File: src/hw/pwmisp_pkg.sv
// Package with offsets, field positions, reset values and state types of the PWM interrupt block.
package pwmisp_pkg;

  // Register byte addresses on the serial slave's register port.
  localparam logic [7:0] ADDR_IRQ_CLEAR = 8'h7C;
  localparam logic [7:0] ADDR_WR_PTR = 8'h7D;
  localparam logic [7:0] ADDR_SCRIPT_DATA = 8'h7E;

  // Field positions inside the clear and status bytes.
  localparam int CYC_BIT_LSB = 0;
  localparam int SCR_BIT_LSB = 3;

  // Channel and script store geometry.
  localparam int CHANNELS = 3;
  localparam int MAX_CHANNELS = 3;
  localparam int PTR_W = 7;
  localparam int SLOT_W = 5;
  localparam int SLOTS_PER_CH = 32;

  // Values after reset.
  localparam logic [6:0] PTR_RST = 7'h00;
  localparam logic [7:0] BYTE_RST = 8'h00;
  localparam logic [15:0] WORD_RST = 16'h0000;

  // State of one sticky interrupt flag.
  typedef struct packed {
    logic pend;
  } pwmisp_flag_s;

  // State of the register and script pointer logic.
  typedef struct packed {
    logic [6:0] ptr;
    logic hi_pend;
    logic [7:0] hi_byte;
    logic store_wr;
    logic [6:0] store_idx;
    logic [15:0] store_data;
    logic [7:0] rdata;
  } pwmisp_main_s;

endpackage

File: src/hw/pwmisp_top.sv
// PWM interrupt clear register, interrupt flags and script store write pointer.
//
// Behaviour
// - Write-only clear register at 0x7C removes selected pending PWM interrupts.
// - Clear bits 5, 4, 3 clear script-done of channels 2, 1, 0.
// - Clear bits 2, 1, 0 clear cycle-done of channels 2, 1, 0.
// - Writing 1 clears, 0 leaves alone; no write back to zero needed.
// - Channel cycle-done flag rises when its active command's PWM cycle ends.
// - Channel script-done flag rises when its pattern generator finishes a task.
// - Pointer register at 0x7D, readable and writable, picks next overwritten entry.
// - Pointer counts whole two-byte entries, never single byte positions.
// - Pointer advances by one per complete two-byte data write to a valid entry only.
// - Pointer 0-31 channel 0, 32-63 channel 1, 64-95 channel 2, rest invalid.
// - Entry arrives high byte then low byte at 0x7E, address not advancing.
// - Masked status is raw status gated by enables; only it drives interrupt.
`timescale 1ns/100ps
module pwmisp_top #(
  parameter int NUM_CH = pwmisp_pkg::CHANNELS
) (
  // Clock and reset
  input wire logic clk,
  input wire logic reset,
  // Byte register port from the serial slave
  input wire logic reg_wr,
  input wire logic [7:0] reg_addr,
  input wire logic [7:0] reg_wdata,
  input wire logic reg_xfer_end,
  output logic [7:0] reg_rdata,
  // Completion events from the PWM channels
  input wire logic [NUM_CH-1:0] cycle_done_event,
  input wire logic [NUM_CH-1:0] script_done_event,
  // Interrupt enables from the channel configuration bits
  input wire logic [NUM_CH-1:0] cycle_done_irq_en,
  input wire logic [NUM_CH-1:0] script_done_irq_en,
  // Interrupt status
  output logic [7:0] pwm_raw_irq_status,
  output logic [7:0] pwm_masked_irq_status,
  output logic irq_out,
  // Script store write port
  output logic store_wr,
  output logic [1:0] store_chan,
  output logic [4:0] store_slot,
  output logic [15:0] store_data,
  // Current write pointer
  output logic [6:0] script_write_pointer
);

  // The channel count is capped at MAX_CHANNELS, three, one short of the four a two-bit channel number could carry.
  if (NUM_CH < 1 || NUM_CH > pwmisp_pkg::MAX_CHANNELS) begin : g_bad_num_ch
    $error("NUM_CH must lie between 1 and 3");
  end

  // The pointer and the store index must reach every slot of every channel.
  if (pwmisp_pkg::SLOTS_PER_CH != (1 << pwmisp_pkg::SLOT_W) ||
      NUM_CH * pwmisp_pkg::SLOTS_PER_CH > (1 << pwmisp_pkg::PTR_W)) begin : g_bad_geometry
    $error("script store geometry does not fit the pointer");
  end

  localparam logic [7:0] PTR_LIMIT = 8'(NUM_CH * pwmisp_pkg::SLOTS_PER_CH);

  pwmisp_pkg::pwmisp_main_s st_ff;
  pwmisp_pkg::pwmisp_main_s nxt_st;

  logic clr_wr;
  logic ptr_wr;
  logic data_wr;
  logic ptr_valid;
  logic [7:0] clr_bits;
  logic [NUM_CH-1:0] cycle_done_irq;
  logic [NUM_CH-1:0] script_done_irq;
  logic [7:0] raw_v;
  logic [7:0] en_v;

  assign clr_wr = reg_wr && (reg_addr == pwmisp_pkg::ADDR_IRQ_CLEAR);
  assign ptr_wr = reg_wr && (reg_addr == pwmisp_pkg::ADDR_WR_PTR);
  assign data_wr = reg_wr && (reg_addr == pwmisp_pkg::ADDR_SCRIPT_DATA);
  assign clr_bits = clr_wr ? reg_wdata : 8'h00;
  assign ptr_valid = ({1'b0, st_ff.ptr} < PTR_LIMIT);

  // One sticky flag per channel and per interrupt kind.
  for (genvar i = 0; i < NUM_CH; i++) begin : g_ch
    pwmisp_flag u_cyc (
      .clk(clk),
      .reset(reset),
      .set_evt(cycle_done_event[i]),
      .clr_req(clr_bits[pwmisp_pkg::CYC_BIT_LSB + i]),
      .flag(cycle_done_irq[i])
    );
    pwmisp_flag u_scr (
      .clk(clk),
      .reset(reset),
      .set_evt(script_done_event[i]),
      .clr_req(clr_bits[pwmisp_pkg::SCR_BIT_LSB + i]),
      .flag(script_done_irq[i])
    );
  end

  always_comb begin
    raw_v = 8'h00;
    en_v = 8'h00;
    for (int i = 0; i < NUM_CH; i++) begin
      raw_v[pwmisp_pkg::CYC_BIT_LSB + i] = cycle_done_irq[i];
      raw_v[pwmisp_pkg::SCR_BIT_LSB + i] = script_done_irq[i];
      en_v[pwmisp_pkg::CYC_BIT_LSB + i] = cycle_done_irq_en[i];
      en_v[pwmisp_pkg::SCR_BIT_LSB + i] = script_done_irq_en[i];
    end
  end

  // Masking is combinational so a disabled source drops the line in the same cycle.
  assign pwm_raw_irq_status = raw_v;
  assign pwm_masked_irq_status = raw_v & en_v;
  assign irq_out = |(raw_v & en_v);

  always_comb begin
    nxt_st = st_ff;
    nxt_st.store_wr = 1'b0;
    // A pointer write drops a lone high byte, so one entry never spans two pointers.
    if (ptr_wr) begin
      nxt_st.ptr = reg_wdata[6:0];
      nxt_st.hi_pend = 1'b0;
    end else if (data_wr) begin
      if (!st_ff.hi_pend) begin
        nxt_st.hi_pend = 1'b1;
        nxt_st.hi_byte = reg_wdata;
      end else begin
        nxt_st.hi_pend = 1'b0;
        // An entry aimed past the last channel is dropped and the pointer holds.
        if (ptr_valid) begin
          nxt_st.store_wr = 1'b1;
          nxt_st.store_idx = st_ff.ptr;
          nxt_st.store_data = {st_ff.hi_byte, reg_wdata};
          nxt_st.ptr = st_ff.ptr + 7'h01;
        end
      end
    end
    // A lone high byte left when the transaction ends is discarded.
    if (reg_xfer_end) begin
      nxt_st.hi_pend = 1'b0;
    end
    // Read data is registered, so it trails the address by one cycle.
    case (reg_addr)
      pwmisp_pkg::ADDR_WR_PTR: nxt_st.rdata = {1'b0, st_ff.ptr};
      default: nxt_st.rdata = pwmisp_pkg::BYTE_RST;
    endcase
  end

  always_ff @(posedge clk) begin
    if (reset) begin
      st_ff <= '{ptr: pwmisp_pkg::PTR_RST, hi_pend: 1'b0, hi_byte: pwmisp_pkg::BYTE_RST,
                 store_wr: 1'b0, store_idx: pwmisp_pkg::PTR_RST,
                 store_data: pwmisp_pkg::WORD_RST, rdata: pwmisp_pkg::BYTE_RST};
    end else begin
      st_ff <= nxt_st;
    end
  end

  assign reg_rdata = st_ff.rdata;
  // The store port keeps its last entry between strobes, which lets a slow store latch late.
  assign store_wr = st_ff.store_wr;
  assign store_chan = st_ff.store_idx[6:5];
  assign store_slot = st_ff.store_idx[4:0];
  assign store_data = st_ff.store_data;
  assign script_write_pointer = st_ff.ptr;

  logic [7:0] ev_v;
  always_comb begin
    ev_v = 8'h00;
    for (int i = 0; i < NUM_CH; i++) begin
      ev_v[pwmisp_pkg::CYC_BIT_LSB + i] = cycle_done_event[i];
      ev_v[pwmisp_pkg::SCR_BIT_LSB + i] = script_done_event[i];
    end
  end
endmodule

File: src/hw/pwmisp_flag.sv
// One sticky interrupt pending flag with set-over-clear priority.
`timescale 1ns/100ps
module pwmisp_flag (
  // Clock and reset
  input wire logic clk,
  input wire logic reset,
  // Event and clear request
  input wire logic set_evt,
  input wire logic clr_req,
  // Pending state
  output logic flag
);

  pwmisp_pkg::pwmisp_flag_s st_ff;
  pwmisp_pkg::pwmisp_flag_s nxt_st;

  // A new event in the clearing cycle survives, so no completion is ever lost.
  always_comb begin
    nxt_st = st_ff;
    nxt_st.pend = set_evt | (st_ff.pend & ~clr_req);
  end

  always_ff @(posedge clk) begin
    if (reset) begin
      st_ff <= '0;
    end else begin
      st_ff <= nxt_st;
    end
  end

  assign flag = st_ff.pend;

endmodule

File: config.mk
export PLATFORM = sky130hd
export DESIGN_NAME = pwmisp_top
export DESIGN_NICKNAME = d
export VERILOG_FILES = /design/src/hw/pwmisp_pkg.sv /design/src/hw/pwmisp_top.sv /design/src/hw/pwmisp_flag.sv
export SDC_FILE = /design/constraint.sdc
export NUM_CORES = 1
export LEC_CHECK = 0
export BUFFER_PORTS_ARGS = -buffer_cell sky130_fd_sc_hd__buf_2
export CORE_UTILIZATION = 45
export CTS_CLUSTER_DIAMETER = 40
export DETAILED_ROUTE_END_ITERATION = 16
export PLACE_DENSITY = 0.76
export SYNTH_ARGS = -nofsm -noshare
export SYNTH_HDL_FRONTEND = slang
export SYNTH_SLANG_ARGS = --single-unit
export TNS_END_PERCENT = 30
File: constraint.sdc
create_clock -name clk -period 1.51 [get_ports clk]
set_clock_uncertainty 0.2 [all_clocks]
set_input_delay 0.2265 -clock clk [delete_from_list [all_inputs] [get_ports clk]]
set_output_delay 0.2265 -clock clk [all_outputs]
set_load 0.01 [all_outputs]
Word-level counts from Yosys, hierarchy flattened
Index checks and enable logic that the tools add are counted. W data, S select, Z words.

Register bits after elaboration: 54. Bits in latches: 0. Memory bits (writable): 0. Memory bits (read-only): 0. Input port bits: 32. Output and inout bits: 56. Logic and storage cells: 64. Memories: 0.

$add $sub $neg: 1. Multipliers: 0. Divide/modulo/power cells: 0. Magnitude comparators: 1. Equal/unequal tests: 3. Shift-type cells: 0. Muxes and demuxes: 9. Bitwise gates (word level): 23. Reductions and logical operators: 13.

Operator list (number): $mux W24 (2); $mux W40 (1); $eq A8 B7 Y1 const B (3); $mux W8 (2); $mux W7 (2); $not A1 Y1 (10); $reduce_or A8 Y1 (1); $add A7 B1 Y7 const B (1); $lt A7 B7 Y1 const B (1); $and A1 B1 Y1 (6); $and A6 B6 Y6 (1); $mux W6 (1); $or A1 B1 Y1 (6); $reduce_and A3 Y1 (2); $reduce_bool A2 Y1 (3); $reduce_and A4 Y1 (1); $reduce_or A4 Y1 (1); $logic_and A1 B1 Y1 (3); $reduce_or A3 Y1 (1); $reduce_or A2 Y1 (1); $mux W1 (1).

Logic depth before layout (Yosys ltp)
Depth in word-level cells: 6. Gate-level depth with buffers: 7. Depth with buffers taken out: 5.

Cells and area by module
From an unflattened synthesis, not the netlist that was laid out.

Cell total of the unflattened synthesis: 293. Area, all modules: 2531.2 µm².

Modules (own cells, without submodules): pwmisp_top (instances 1, cells each 269, area each 2298.5 µm², sequential area each 940.9 µm²); pwmisp_flag (instances 6, cells each 4, area each 38.8 µm², sequential area each 20.0 µm²).

Least setup slack after synthesis
Ideal clock, no wire load.

Kind: flip-flop to output port. Start: reg g_ch[1].u_cyc.st_ff. End: out irq_out. Arrival time: 1.197 ns. Required time: 1.083 ns. Slack: -0.114 ns. Cell stages (with the launch flop): 4. Buffers on the path: 0. Cell sequence: dfxtp_1 and2_1 or2_1 or4_1.

Longest elaborated chain between the ends: 2.

RTL lines: start, declared (line pwmisp_flag.sv:14) `pwmisp_pkg::pwmisp_flag_s st_ff;`; start signal, assigned (line pwmisp_flag.sv:27) `st_ff <= nxt_st;`; $and A6 B6 Y6; via pwm_masked_irq_status[1] (line pwmisp_top.sv:37) `output logic [7:0] pwm_masked_irq_status,`; $reduce_or A8 Y1 (line pwmisp_top.sv:112) `assign irq_out = |(raw_v & en_v);`; end, declared (line pwmisp_top.sv:38) `output logic irq_out,`.

The timed path passes the listed nets, and every way through them passes these cells.

Worst setup path in the final report
Start: reg g_ch[2].u_cyc.st_ff. End: out irq_out.

Longest elaborated chain between the ends: 2.

RTL lines (line): start, declared (pwmisp_flag.sv:14); start signal, assigned (pwmisp_flag.sv:27); $and A6 B6 Y6 (pwmisp_top.sv:112); $reduce_or A8 Y1 (pwmisp_top.sv:112).

Every way passes these cells.

==> results.py <==
metrics = {
    "outcome": {
        "status": "complete, but fails checks",
        "failed_checks": "setup timing",
    },
    "critical_path": {
        "crit_buf_inv": 1,
        "path_cells": "and2_4 > or2_1 > or4_4 > buf_6",
        "arrival_ns": 1.60,
        "slowest_delay_ns": 0.48,
        "critPathRequiredTime_ns": 1.08,
        "crit_fanout": 2,
        "rrSetupSlack_ns": 0.06,
        "worst_path_dominant_cell_family": "simple AND/OR/NAND/NOR gates",
        "crit_slowest_cell": "or4_4",
        "crit_path_start_kind": "flop",
        "endpoint_kind": "output port",
        "worst-setup-path-type": "reg2out",
    },
    "global_route": {
        "grt_pass1_vias": 2107,
        "grt_max_degree": 48,
        "grt_pass1_wl_mm": 9.76,
        "grt_overflow": 0,
        "antenna_found_initial": 0,
        "grt_util_all_layers_pct": 20.4,
    },
    "sta": {
        "drv_slew": 0,
        "layout_setup_ws_ns": -0.513,
        "setup-violations-final": 1,
        "period_needed_ns": 2.02,
        "fin_tns_setup_ns": -0.513,
        "min_period_over_period_pct": 134,
        "max_freq_ghz": 0.494,
        "hold_violations": 0,
        "rsz0062_at_grt": "true",
    },
    "cts": {
        "clkSlewWorstSetupHoldPaths_ns": 0.09,
        "clk_latency_ns": 0.30,
        "cts_buffers": 5,
        "cts_max_level": 2,
        "cts_root_buf": "clkbuf_8",
        "numClockSinks": 53,
        "tritoncts": "yes",
        "clock_path_buffers": 2,
    },
    "placement": {
        "port_buffers": 82,
        "dpl_worst_slack_ns": -0.230,
        "gp_congestion": 0.843,
        "hpwl_mm": 4.49,
    },
    "yosys": {
        "synth_seq_cells": 53,
        "netlist_instances": 309,
        "yosysSeqAreaShare_pct": 40.7,
        "avgSynthCellArea_sq_um": 8.43,
        "synth_cell_types": 40,
        "syn_area_sq_um": 2610,
        "ys_warn_count": 0,
    },
    "finish": {
        "multiInputGateArea_sq_um": 1100,
        "regArea_sq_um": 1070,
        "drive_gt1_share_pct": 37.9,
        "nNetsFinal": 412,
        "final.fill_count": 519,
        "antenna_cells": 0,
        "area_delta_synth_final_pct": 23.4,
    },
    "routing": {
        "drt-vias-per-instance": 5.11,
        "drc_errors": 0,
        "totalWireLength_mm": 6.10,
        "drtPass1Iterations": 4,
        "ant_nets": 0,
        "drtIter0Drc": 146,
        "vias": 2311,
        "routedWlPerCell_um": 13.5,
    },
    "power": {
        "ir_drop_mv": 0.399,
        "p_leak_nw": 1.39,
        "p_per_area_nw_per_um2": 763,
    },
    "floorplanning": {
        "start_util_pct": 47.0,
        "die_area_sq_um": 6100,
        "core_area_sq_um": 5540,
        "num_rows": 27,
        "fp.dieW_um": 78.1,
        "io_pins": 88,
        "die_h_um": 78.1,
    },
    "worst_hold_path": {
        "hp-class": "in2reg",
    },
    "job": {
        "maxCapViolations": 0,
    },
}
[state kept, by name (all words and copies together) (netlist names)]
signal,flops
st_ff,9
g_ch.u_cyc.flag,3
store_slot,5
g_ch.u_scr.flag,3
script_write_pointer,7
store_data,16
store_wr,1
store_chan,2
reg_rdata,7
[stage by stage]
| stage | area [sq um] | total power, mW | std cells | hold slack (ns) | util, % |
|---|---|---|---|---|---|
| global route | 3220 | 2.56 | 452 | 0.00410 | 58.1 |
| floorplan | 2630 | 1.58 | 313 | 0.105 | - |
| detailed placement | 3020 | 1.69 | 436 | 0.261 | 54.6 |
| finish | 3220 | 2.46 | 452 | 0.00683 | 58.1 |
| CTS | 3200 | 2.49 | 452 | 0.000553 | 57.7 |
| global placement | 3020 | 1.68 | 436 | 0.259 | 54.6 |
[power by group]
part	switching [mW]	internal, mW
sequential	0.00546	1.41
clock	0.447	0.329
combinational	0.131	0.135
[cell usage after synthesis, drive strengths merged]
library cell  number  area (sq um)
a211oi             3          22.5
a21oi             34           170
a22oi              3          22.5
a2bb2oi            1          8.76
a311oi             2          30.0
a31o               1          17.5
a32o               2          20.0
a32oi              1          8.76
and2              13          81.3
and3               1          6.26
buf               57           414
clkbuf            10          37.5
conb               1          3.75
dfxtp             53          1060
ha                 1          12.5
inv                8          30.0
mux2i              8          80.1
nand2             14          52.6
nand2b             2          20.0
nand3             28           140
nand3b             1          7.51
nand4              1          6.26
nor2              12          45.0
nor2b              2          12.5
nor3               5          25.0
nor4               2          27.5
o211ai             1          7.51
o21a               2          15.0
o21ai             32           160
o32ai              1          8.76
or2                3          18.8
or2b               1          7.51
or4                1          7.51
xnor2              2          17.5
[area by class of cell]
cell class	count	share of cell area [%]
multi-input combinational	185	34.1
sequential	53	33.3
inverter	8	0.933
clock buffer	7	2.37
timing repair buffer	126	26.2
clock inverter	1	0.233
tap	72	2.80
[worst min-delay path, stage by stage]
cell     delay (ns)
buf_2          0.12
nand3_1        0.07
a21oi_1        0.05
[metal layers]
layer  GRT usage (%)  share of wire (%)  wire, um  vias up
met2            32.8                 47      2840       87
met1            27.0                 45      2740     1067
met3            3.26                6.0       369        9
met5               0                  0         0        -
met4            8.70                2.5       153        0
li1                -                  -         -     1148
[layout by cell type (no fill, tap or decap), drive strengths merged]
cell / n
a211oi: 3
a21oi: 34
a22oi: 3
a2bb2oi: 1
a311oi: 2
a31o: 1
a32o: 2
a32oi: 1
and2: 13
and3: 1
buf: 118
clkbuf: 7
clkinvlp: 1
conb: 5
dfxtp: 53
dlygate4sd3: 8
ha: 1
inv: 8
mux2i: 8
nand2: 14
nand2b: 2
nand3: 28
nand3b: 1
nand4: 1
nor2: 12
nor2b: 2
nor3: 5
nor4: 2
o211ai: 1
o21a: 2
o21ai: 32
o32ai: 1
or2: 3
or2b: 1
or4: 1
xnor2: 2
[worst paths after layout]
path / start / to / cells after the start
hold reg to reg: st_ff[33]$_SDFFE_PP0P_ / store_data[9]$_SDFFE_PP0P_ / 2
setup / recovery: g_ch[2].u_cyc.flag$_SDFF_PP0_ / irq_out / 4
hold / removal: reg_wdata[6] / store_data[6]$_SDFFE_PP0P_ / 3
setup reg to reg: script_write_pointer[6]$_SDFFE_PP0P_ / script_write_pointer[6]$_SDFFE_PP0P_ / 4
[kinds of logic after synthesis]
kind of cell	count (synthesis)	share of synthesized area (%)
AOI/OAI and AO/OA	83	18.9
xor gates and xnor gates	2	0.672
adders and majority gates	1	0.480
buffers and inverters	75	18.5
DFF	53	40.7
muxes	8	3.07
other	1	0.144
and+or+nand+nor	86	17.6
[what timing repair did]
item | CTS | global route
endpoints found under the hold margin | 8 | 0
pin swaps | 0 | 5
gates resized for setup | 4 | 11
buffers inserted | 0 | 0
hold buffers | 8 | 0
setup endpoints to repair | 3 | 10
Power figures use the tool's default switching activity.
